==> src/inc/rpms_pkg.sv <==
// ****************************************************************
// shared constants and carrier types of the reset and port-mode block
// ****************************************************************
package rpms_pkg;

  // system clock rate of hclk
  localparam int unsigned CLK_HZ = 50_000_000;

  // ****************************************************************
  // register map, byte addresses on the ahb-lite slave
  // ****************************************************************
  localparam int ADDR_W = 8;                        // decoded address bits
  localparam logic [7:0] CTRL_OFF = 8'h00;          // control, read/write
  localparam logic [7:0] STATUS_OFF = 8'h04;        // live status, read only
  localparam logic [7:0] HOST_WORD_OFF = 8'h08;     // last host word, read only
  localparam logic [7:0] TX_WORD_OFF = 8'h0c;       // word shifted to the host

  // control field layout and reset value
  localparam int CTRL_LOCK_BIT = 0;                 // gate on the lock enable pin
  localparam logic CTRL_LOCK_RST = 1'b1;            // locking allowed by default

  // status field layout
  localparam int ST_TEST_BIT = 0;                   // port in test mode
  localparam int ST_RST_BIT = 1;                    // device held in reset
  localparam int ST_SWEN_BIT = 2;                   // synced lock enable pin
  localparam int ST_CS_BIT = 3;                     // synced chip select pin
  localparam int ST_TAP_LSB = 4;                    // test state, 4 bits
  localparam int ST_CNT_LSB = 8;                    // host bit count, 8 bits

  // host word width default and bit counter width
  localparam int HOST_WORD_W = 16;
  localparam int CNT_W = 8;

  // bus encodings
  localparam int HTRANS_ACT_BIT = 1;                // nonseq or seq
  localparam logic HRESP_OKAY = 1'b0;
  localparam logic [31:0] RD_ZERO = 32'h0000_0000;  // unmapped read value

  // test access sequence states
  typedef enum logic [3:0] {
    TAP_RESET, TAP_IDLE, TAP_SEL_DR, TAP_CAP_DR, TAP_SH_DR, TAP_EX1_DR,
    TAP_PAU_DR, TAP_EX2_DR, TAP_UPD_DR, TAP_SEL_IR, TAP_CAP_IR, TAP_SH_IR,
    TAP_EX1_IR, TAP_PAU_IR, TAP_EX2_IR, TAP_UPD_IR
  } rpms_tap_t;

  // shared serial port pins as they arrive
  typedef struct packed {
    logic sclk;    // serial bit clock / test clock
    logic sdin;    // serial data in / test data in
    logic cs_tms;  // chip select (active low) / test mode select
  } rpms_sport_t;

  // serial data out pin with its enable
  typedef struct packed {
    logic data;    // driven level
    logic oe;      // high while the pin is driven
  } rpms_sdout_t;

endpackage

==> src/core/rpms_top.sv <==
// Local design decisions: the address map and register access over AHB-Lite.
`timescale 1ns/1ps
// Summary of operation
// RULE1: host-mode reset: defaults, serial data out floated
// RULE2: reset released: normal operation resumes
// RULE3: test-mode reset: defaults and test sequence reset
// RULE4: test sequence advances only after reset release
// RULE5: select high routes serial port to test
// RULE6: select low: serial port is host interface
// RULE7: lock enable follows its control pin; here only while ctrl_lock is set and out of reset, low otherwise
// RULE8: host mode chip select is active low
// RULE9: all shifting follows the serial bit clock
// RULE10: reset asserts asynchronously, releases synchronised
module rpms_top #(
  parameter int HOST_W = rpms_pkg::HOST_WORD_W
) (
  input wire logic hclk,
  input wire logic hresetn,
  input wire logic hsel,
  input wire logic [31:0] haddr,
  input wire logic [1:0] htrans,
  input wire logic hwrite,
  input wire logic [2:0] hsize,
  input wire logic [31:0] hwdata,
  input wire logic hready,
  output logic [31:0] hrdata,
  output logic hreadyout,
  output logic hresp,
  input wire logic reset_trst_n,
  input wire logic test_host_sel,
  input wire logic switch_line_lock_enable,
  input wire rpms_pkg::rpms_sport_t sport_i,
  output rpms_pkg::rpms_sdout_t sdout_o,
  output logic lock_enable,
  output logic func_rst_n,
  output logic port_test_mode
);

  // ****************************************************************
  // state of the block
  // ****************************************************************
  typedef struct packed {
    rpms_pkg::rpms_sport_t port_s1;   // first sync stage of port pins
    rpms_pkg::rpms_sport_t port_s2;   // second sync stage
    rpms_pkg::rpms_sport_t port_s3;   // history for edge finding
    logic sel_s1;                     // test/host select sync
    logic sel_s2;
    logic swen_s1;                    // lock enable pin sync
    logic swen_s2;
    logic ctrl_lock;                  // software gate on locking
    logic [HOST_W-1:0] tx_word;       // word offered to the host
    logic [HOST_W-1:0] host_word;     // last word the host wrote
    logic [HOST_W-1:0] rx_shift;      // incoming host bits
    logic [HOST_W-1:0] tx_shift;      // outgoing host bits
    logic [rpms_pkg::CNT_W-1:0] bit_cnt; // bits seen in this frame
    rpms_pkg::rpms_tap_t tap;         // test sequence state
    logic bypass;                     // one-bit data path in test
    logic [1:0] ir;                   // instruction shift path
    logic wr_pend;                    // write data phase pending
    logic [rpms_pkg::ADDR_W-1:0] wr_addr; // address of that write
    logic [31:0] hrdata;              // read data output
    logic hreadyout;                  // bus ready output
    rpms_pkg::rpms_sdout_t sdout;     // serial out pin
    logic lock_enable;                // lock enable output
    logic func_rst_n;                 // functional blocks out of reset
    logic test_mode;                  // port routed to test
  } rpms_state_t;

  rpms_state_t state_reg;
  rpms_state_t state_next;

  // ****************************************************************
  // reset synchroniser: async assert, sync release
  // ****************************************************************
  logic arst_n;        // either reset source low
  logic [1:0] rsync_reg;
  logic dev_rst_n;     // device reset, released on a clock edge

  assign arst_n = hresetn & reset_trst_n;

  // pin reset clears at once, leaves two edges after release
  always_ff @(posedge hclk or negedge arst_n) begin
    if (!arst_n) begin
      rsync_reg <= 2'h0; // RULE10
    end else begin
      rsync_reg <= {rsync_reg[0], 1'b1}; // RULE10
    end
  end

  assign dev_rst_n = rsync_reg[1];

  // ****************************************************************
  // helpers
  // ****************************************************************
  // next test sequence state for a given mode select level
  function automatic rpms_pkg::rpms_tap_t tap_step(rpms_pkg::rpms_tap_t t, logic tms);
    rpms_pkg::rpms_tap_t n;
    n = t;
    case (t)
      rpms_pkg::TAP_RESET: n = tms ? rpms_pkg::TAP_RESET : rpms_pkg::TAP_IDLE;
      rpms_pkg::TAP_IDLE: n = tms ? rpms_pkg::TAP_SEL_DR : rpms_pkg::TAP_IDLE;
      rpms_pkg::TAP_SEL_DR: n = tms ? rpms_pkg::TAP_SEL_IR : rpms_pkg::TAP_CAP_DR;
      rpms_pkg::TAP_CAP_DR: n = tms ? rpms_pkg::TAP_EX1_DR : rpms_pkg::TAP_SH_DR;
      rpms_pkg::TAP_SH_DR: n = tms ? rpms_pkg::TAP_EX1_DR : rpms_pkg::TAP_SH_DR;
      rpms_pkg::TAP_EX1_DR: n = tms ? rpms_pkg::TAP_UPD_DR : rpms_pkg::TAP_PAU_DR;
      rpms_pkg::TAP_PAU_DR: n = tms ? rpms_pkg::TAP_EX2_DR : rpms_pkg::TAP_PAU_DR;
      rpms_pkg::TAP_EX2_DR: n = tms ? rpms_pkg::TAP_UPD_DR : rpms_pkg::TAP_SH_DR;
      rpms_pkg::TAP_UPD_DR: n = tms ? rpms_pkg::TAP_SEL_DR : rpms_pkg::TAP_IDLE;
      rpms_pkg::TAP_SEL_IR: n = tms ? rpms_pkg::TAP_RESET : rpms_pkg::TAP_CAP_IR;
      rpms_pkg::TAP_CAP_IR: n = tms ? rpms_pkg::TAP_EX1_IR : rpms_pkg::TAP_SH_IR;
      rpms_pkg::TAP_SH_IR: n = tms ? rpms_pkg::TAP_EX1_IR : rpms_pkg::TAP_SH_IR;
      rpms_pkg::TAP_EX1_IR: n = tms ? rpms_pkg::TAP_UPD_IR : rpms_pkg::TAP_PAU_IR;
      rpms_pkg::TAP_PAU_IR: n = tms ? rpms_pkg::TAP_EX2_IR : rpms_pkg::TAP_PAU_IR;
      rpms_pkg::TAP_EX2_IR: n = tms ? rpms_pkg::TAP_UPD_IR : rpms_pkg::TAP_SH_IR;
      rpms_pkg::TAP_UPD_IR: n = tms ? rpms_pkg::TAP_SEL_DR : rpms_pkg::TAP_IDLE;
      default: n = rpms_pkg::TAP_RESET;
    endcase
    return n;
  endfunction

  // read data for a decoded register address
  function automatic logic [31:0] rd_word(logic [rpms_pkg::ADDR_W-1:0] a, rpms_state_t s, logic rst_n);
    logic [31:0] w;
    w = rpms_pkg::RD_ZERO;
    if (a == rpms_pkg::CTRL_OFF) begin
      w[rpms_pkg::CTRL_LOCK_BIT] = s.ctrl_lock;
    end else if (a == rpms_pkg::STATUS_OFF) begin
      w[rpms_pkg::ST_TEST_BIT] = s.test_mode;
      w[rpms_pkg::ST_RST_BIT] = ~rst_n;
      w[rpms_pkg::ST_SWEN_BIT] = s.swen_s2;
      w[rpms_pkg::ST_CS_BIT] = s.port_s2.cs_tms;
      w[rpms_pkg::ST_TAP_LSB +: 4] = s.tap;
      w[rpms_pkg::ST_CNT_LSB +: rpms_pkg::CNT_W] = s.bit_cnt;
    end else if (a == rpms_pkg::HOST_WORD_OFF) begin
      w[HOST_W-1:0] = s.host_word;
    end else if (a == rpms_pkg::TX_WORD_OFF) begin
      w[HOST_W-1:0] = s.tx_word;
    end
    return w;
  endfunction

  // ****************************************************************
  // next state
  // ****************************************************************
  logic sclk_rise;   // serial clock rising edge, synced
  logic sclk_fall;   // serial clock falling edge, synced
  logic cs_fall;     // host frame start
  logic cs_rise;     // host frame end
  logic host_on;     // host frame in progress
  logic test_on;     // port routed to test and out of reset
  logic addr_ok;     // valid address phase

  always_comb begin
    state_next = state_reg;
    // pin synchronisers, first stage read only by the second
    state_next.port_s1 = sport_i;
    state_next.port_s2 = state_reg.port_s1;
    state_next.port_s3 = state_reg.port_s2;
    state_next.sel_s1 = test_host_sel;
    state_next.sel_s2 = state_reg.sel_s1;
    state_next.swen_s1 = switch_line_lock_enable;
    state_next.swen_s2 = state_reg.swen_s1;
    sclk_rise = state_reg.port_s2.sclk & ~state_reg.port_s3.sclk; // RULE9
    sclk_fall = ~state_reg.port_s2.sclk & state_reg.port_s3.sclk; // RULE9
    cs_fall = ~state_reg.port_s2.cs_tms & state_reg.port_s3.cs_tms;
    cs_rise = state_reg.port_s2.cs_tms & ~state_reg.port_s3.cs_tms;
    state_next.test_mode = state_reg.sel_s2; // RULE5 RULE6
    test_on = state_reg.sel_s2 & dev_rst_n;
    host_on = ~state_reg.sel_s2 & dev_rst_n & ~state_reg.port_s2.cs_tms; // RULE8
    state_next.func_rst_n = dev_rst_n; // RULE2
    state_next.lock_enable = dev_rst_n & state_reg.swen_s2 & state_reg.ctrl_lock; // RULE7

    // ahb-lite: zero wait, registered read data, writes in data phase
    state_next.hreadyout = 1'b1;
    addr_ok = hsel & hready & htrans[rpms_pkg::HTRANS_ACT_BIT];
    state_next.wr_pend = addr_ok & hwrite;
    state_next.wr_addr = haddr[rpms_pkg::ADDR_W-1:0];
    if (addr_ok & ~hwrite) begin
      state_next.hrdata = rd_word(haddr[rpms_pkg::ADDR_W-1:0], state_reg, dev_rst_n);
    end
    if (state_reg.wr_pend) begin
      if (state_reg.wr_addr == rpms_pkg::CTRL_OFF) begin
        state_next.ctrl_lock = hwdata[rpms_pkg::CTRL_LOCK_BIT];
      end else if (state_reg.wr_addr == rpms_pkg::TX_WORD_OFF) begin
        state_next.tx_word = hwdata[HOST_W-1:0];
      end
    end

    // test path: advances on clock rises only when out of reset
    if (test_on) begin
      if (sclk_rise) begin
        state_next.tap = tap_step(state_reg.tap, state_reg.port_s2.cs_tms); // RULE4 RULE9
        if (state_reg.tap == rpms_pkg::TAP_SH_DR) begin
          state_next.bypass = state_reg.port_s2.sdin;
        end else if (state_reg.tap == rpms_pkg::TAP_SH_IR) begin
          state_next.ir = {state_reg.port_s2.sdin, state_reg.ir[1]};
        end
      end
      if (sclk_fall) begin
        // test data out changes on the falling edge while shifting
        state_next.sdout.oe = (state_reg.tap == rpms_pkg::TAP_SH_DR) |
                              (state_reg.tap == rpms_pkg::TAP_SH_IR); // RULE5
        state_next.sdout.data = (state_reg.tap == rpms_pkg::TAP_SH_DR) ? state_reg.bypass : state_reg.ir[0];
      end
    end else begin
      state_next.tap = rpms_pkg::TAP_RESET; // RULE3
    end

    // host path: frame opened by chip select low
    if (~state_reg.sel_s2 & dev_rst_n) begin
      if (cs_fall) begin
        state_next.tx_shift = state_reg.tx_word;
        state_next.bit_cnt = '0;
        state_next.sdout.data = state_reg.tx_word[HOST_W-1];
      end else if (host_on & sclk_rise) begin
        state_next.rx_shift = {state_reg.rx_shift[HOST_W-2:0], state_reg.port_s2.sdin}; // RULE9
        state_next.bit_cnt = state_reg.bit_cnt + 1'b1;
      end else if (host_on & sclk_fall) begin
        state_next.tx_shift = {state_reg.tx_shift[HOST_W-2:0], 1'b0}; // RULE9
        state_next.sdout.data = state_reg.tx_shift[HOST_W-2];
      end
      if (cs_rise) begin
        state_next.host_word = state_reg.rx_shift;
      end
      state_next.sdout.oe = host_on; // RULE6 RULE8
    end

    // device reset: control, host and test registers to defaults, pin floated
    if (!dev_rst_n) begin
      state_next.ctrl_lock = rpms_pkg::CTRL_LOCK_RST; // RULE1
      state_next.tx_word = '0; // RULE1
      state_next.host_word = '0;
      state_next.rx_shift = '0;
      state_next.tx_shift = '0;
      state_next.bit_cnt = '0;
      state_next.bypass = 1'b0;
      state_next.ir = 2'h0;
      state_next.tap = rpms_pkg::TAP_RESET; // RULE3
      state_next.sdout = '0; // RULE1
    end
  end

  // ****************************************************************
  // state register
  // ****************************************************************
  always_ff @(posedge hclk or negedge hresetn) begin
    if (!hresetn) begin
      state_reg <= '0;
      state_reg.ctrl_lock <= rpms_pkg::CTRL_LOCK_RST;
      // chip select syncs start at the pin's idle high level, so no false frame edge follows reset
      state_reg.port_s1.cs_tms <= 1'b1;
      state_reg.port_s2.cs_tms <= 1'b1;
      state_reg.port_s3.cs_tms <= 1'b1;
      state_reg.tap <= rpms_pkg::TAP_RESET;
    end else begin
      state_reg <= state_next;
    end
  end

  // outputs straight from flops, hresp tied to okay
  assign hrdata = state_reg.hrdata;
  assign hreadyout = state_reg.hreadyout;
  assign hresp = rpms_pkg::HRESP_OKAY;
  assign sdout_o = state_reg.sdout;
  assign lock_enable = state_reg.lock_enable;
  assign func_rst_n = state_reg.func_rst_n;
  assign port_test_mode = state_reg.test_mode;
endmodule

==> config.mk <==
export PLATFORM = sky130hd
export DESIGN_NAME = rpms_top
export DESIGN_NICKNAME = d
export VERILOG_FILES = /design/src/inc/rpms_pkg.sv /design/src/core/rpms_top.sv
export SDC_FILE = /design/constraint.sdc
export NUM_CORES = 1
export LEC_CHECK = 0
export BUFFER_PORTS_ARGS = -buffer_cell sky130_fd_sc_hd__buf_4
export CELL_PAD_IN_SITES_DETAIL_PLACEMENT = 1
export CELL_PAD_IN_SITES_GLOBAL_PLACEMENT = 1
export CORE_UTILIZATION = 32
export DETAILED_ROUTE_END_ITERATION = 16
export GPL_TIMING_DRIVEN = 0
export PLACE_DENSITY_LB_ADDON = 0.1
export SLEW_MARGIN = 40
export SYNTH_ARGS = -nofsm -noshare
export SYNTH_HDL_FRONTEND = slang
export SYNTH_SLANG_ARGS = --single-unit
==> constraint.sdc <==
create_clock -name hclk -period 1.7 [get_ports hclk]
set_clock_uncertainty 0.1 [all_clocks]
set_input_delay 0.51 -clock hclk [delete_from_list [all_inputs] [get_ports hclk]]
set_output_delay 0.51 -clock hclk [all_outputs]
set_load 0.005 [all_outputs]
==> results.md <==
* Crit end category: flop
* Outcome: finished with violations
* Unique masters post-synth at 61
* Clk buf depth at 2
* RSZ-0062 raised after global routing: true
* Clk root buf: clkbuf_16
* Sequential area share after synthesis at 54.1%
* Final Hold Slack at 0.0945 ns
* Hold WC Path Type: input pin to flop
* Cell Area, Placed at 6560 µm²
* Design Area, Final at 7690 µm²
* Slowest stage cell, crit path: or4_4
* Worst Path Buf+Inv at 1
* Crit-path leading delay family: simple AND/OR/NAND/NOR gates
* Worst reg2reg path startpoint: state_next[0]
* Synth Flop Type: dfrtp_1
* Crit-path max FO at 5
* Req. time, crit path at 1.89 ns
* P_leak at 0.00356 µW
* R2R depth at 5
* Area Overhead vs Synth at 33.8%
* Cell count along the critical path at 5
* Sequential standard cell area at 3110 µm²
* Via Count at 4337
* # port buffers at 57
* DR iter-0 viols at 173
* Seq cells post-synth at 124
* Met3 GRT Util at under 10%
* HPWL after DPL at about 11000 µm
* Vias per cell at 4.96
* Max FFs per register at 91
* Final ANT Viol Nets at 0
* Overflow after GRT at 0
* Worst path cell trace: nand2b_4 > or4_4 > clkbuf_16 > nand2_4 > a21oi_2
* Fmax at roughly 560 MHz
* Placer Congestion at 0.781
* Most frequent cells in the layout: dfrtp_1, buf_4, mux2i_1, nand2_1, nor2_1
* Tot GR Track Use at around 18%
* Final WS setup at -0.0755 ns
* Reg-to-Reg End: state_reg[93]
* Final period utilization at 104%
* Slew headroom at 61.7%
* 1st-pass router iterations at 4
* Layout fillers at 1922
* First-pass GRT wire length at roughly 25000 µm
* Nets at a little over 700
* GRT busiest layer: met2
* Most common cell after layout, fill and taps aside: dfrtp_1
* Number of enable flip-flop cells after synthesis at 0
* Core region area at around 17000 µm²
* Synthesized cell area at 5750 µm²
* H-tree Lvls at 4
* Maximum vdd drop at approximately 0.68 mV
* Multi-input gate area at 2460 µm²
* Largest net degree at the start of global routing at 73
* Drt total wl at about 16000 µm
* YS warnings at 0
* Share of cells above drive strength 1 at 37.7%
* CP startpoint: state_next[0]
* Mapped Avg Cell Area at ~11 µm²
* Starting Density at 33.0%
* CP startpoint kind: flop
* CP arrival at about 2.0 ns
* Ports at 119
* Die height at 136 µm
* Die Width at 136 µm
* Max capacitance violation total at 0
* R2R setup slack at -0.08 ns
* Met2 Use GR at 28.8%
* Crit Path Class: flop to flop
* Post-Syn Instances at 522
* Transition time of the tightest slew-check pin at 0.570 ns
* Fin. max-slew vios at 0
* Hold Path Origin: test_host_sel
* Row cnt at 48
* Clock slew at reported path FFs at about 0.06 ns
* WL/cell at roughly 18 µm
* Met1 Usage GRT at 24.9%
* Worst Setup EP: state_reg[93]
* Vias in the first global route at 4442
* Slowest cell delay on critical path at 0.59 ns
* # setup viols final at 19
* Count of final hold-check violations at 0
* Clk_lat worst skew at 0.42 ns
* Ant diodes at 0
* Violated checks: negative setup slack
* Antenna violations before repair at 0
* Remaining DRCs at 0
* TritonCTS buffer count at 17
* Async S/R FF share, synth at 100%
* Sink Count at 124
* Fin crit period at 1.78 ns
* CTS tree: built
* Total die area at between 15000 and 20000 µm²
* Total power density per cell area at ~960 nW/µm²
==> area by class of cell <==
class                           instances  share of cell area (%)
Buffer                                 58                    5.69
Multi-Input combinational cell        338                    32.0
Clock inverter                         14                    2.54
Timing Repair Buffer                   91                    9.65
Tap cell                              225                    3.66
Sequential cell                       124                    40.4
Clock buffer                           18                    5.71
Inverter                                7                   0.342
==> synth_stat cells (3+ instances only) <==
cell type	number	area [µm²]
buf_2	15	75.1
mux2_2	3	33.8
clkbuf_1	11	41.3
o21ai_1	12	60.1
nand3_1	25	125
a2111o_1	5	56.3
nand2b_1	8	50.1
a21boi_0	7	52.6
a22o_1	15	131
inv_1	6	22.5
nor2_1	33	124
buf_6	3	33.8
mux2i_1	49	490
nor2b_1	4	25.0
a22oi_1	16	120
buf_4	38	285
o31ai_1	14	105
dfrtp_1	120	3000
o21ai_0	15	75.1
a21oi_1	16	80.1
nand2_1	50	188
dfstp_2	4	105
a211oi_1	3	22.5
==> per-stage QoR <==
step / power (µW) / std cells / util (%) / setup TNS, ns / setup slack [ns]
CTS: 7450 / 861 / 42.4 / -1.42 / -0.0979
finish: 7390 / 875 / 44.2 / -0.733 / -0.0755
global placement: 3490 / 821 / 37.5 / -66.66 / -0.554
floorplan: 3270 / 539 / - / -0.750 / -0.0621
detailed placement: 3500 / 822 / 37.7 / -21.30 / -0.529
global route: 7640 / 875 / 44.2 / -2.46 / -0.117
==> power breakdown <==
part	internal (µW)	total [µW]	switching, µW
clock network	2490	3870	1380
logic	208	491	283
registers	2990	3020	27.7
==> layer usage <==
layer	routed length [µm]	part of all wire, %	up-vias
li1	-	-	2049
met1	7480	46	2205
met2	7810	48	64
met3	559	3.5	19
met4	269	1.7	0
met5	0	0	-
==> kinds of logic (layout without fill, tap and decap cells) <==
logic type               Yosys count  count (layout)  synth area share (%)
flip-flops                       124             124                  54.1
AND/OR/NAND/NOR                  142             142                  12.6
adder cells (fa/ha/maj)            1               1                 0.218
multiplexers                      53              53                  9.51
buffers and inverters             77             188                  8.25
other                              2              19                 0.131
AO/OA/AOI/OAI                    123             123                  15.2
==> worst register-to-register path: stages, from the launching register on <==
cell and delay [ns]:
dfrtp_2 0.45, nand2b_4 0.19, or4_4 0.60, clkbuf_16 0.21, nand2_4 0.06, a21oi_2 0.05
==> what timing repair did <==
action | 4_1_cts | 5_1_grt
setup endpoints to repair | 84 | 69
setup buffers | 11 | 18
hold buffers | 2 | 0
endpoints found under the hold margin | 52 | 0
cloned | 0 | 2
gates resized for setup | 40 | 64
pin swaps | 5 | 14
==> how the worst min path moves through the flow <==
stage                       to  slack (ns)  depth (start not counted)
5_1_grt        state_next[129]        0.07                          1
6_report       state_next[129]        0.09                          1
3_5_place_dp   state_next[132]        0.24                          0
4_1_cts        state_next[129]        0.07                          1
2_1_floorplan       func_rst_n        0.11                          0
3_3_place_gp     state_next[0]        0.23                          0
No activity file was read; power rests on OpenSTA's default activity.
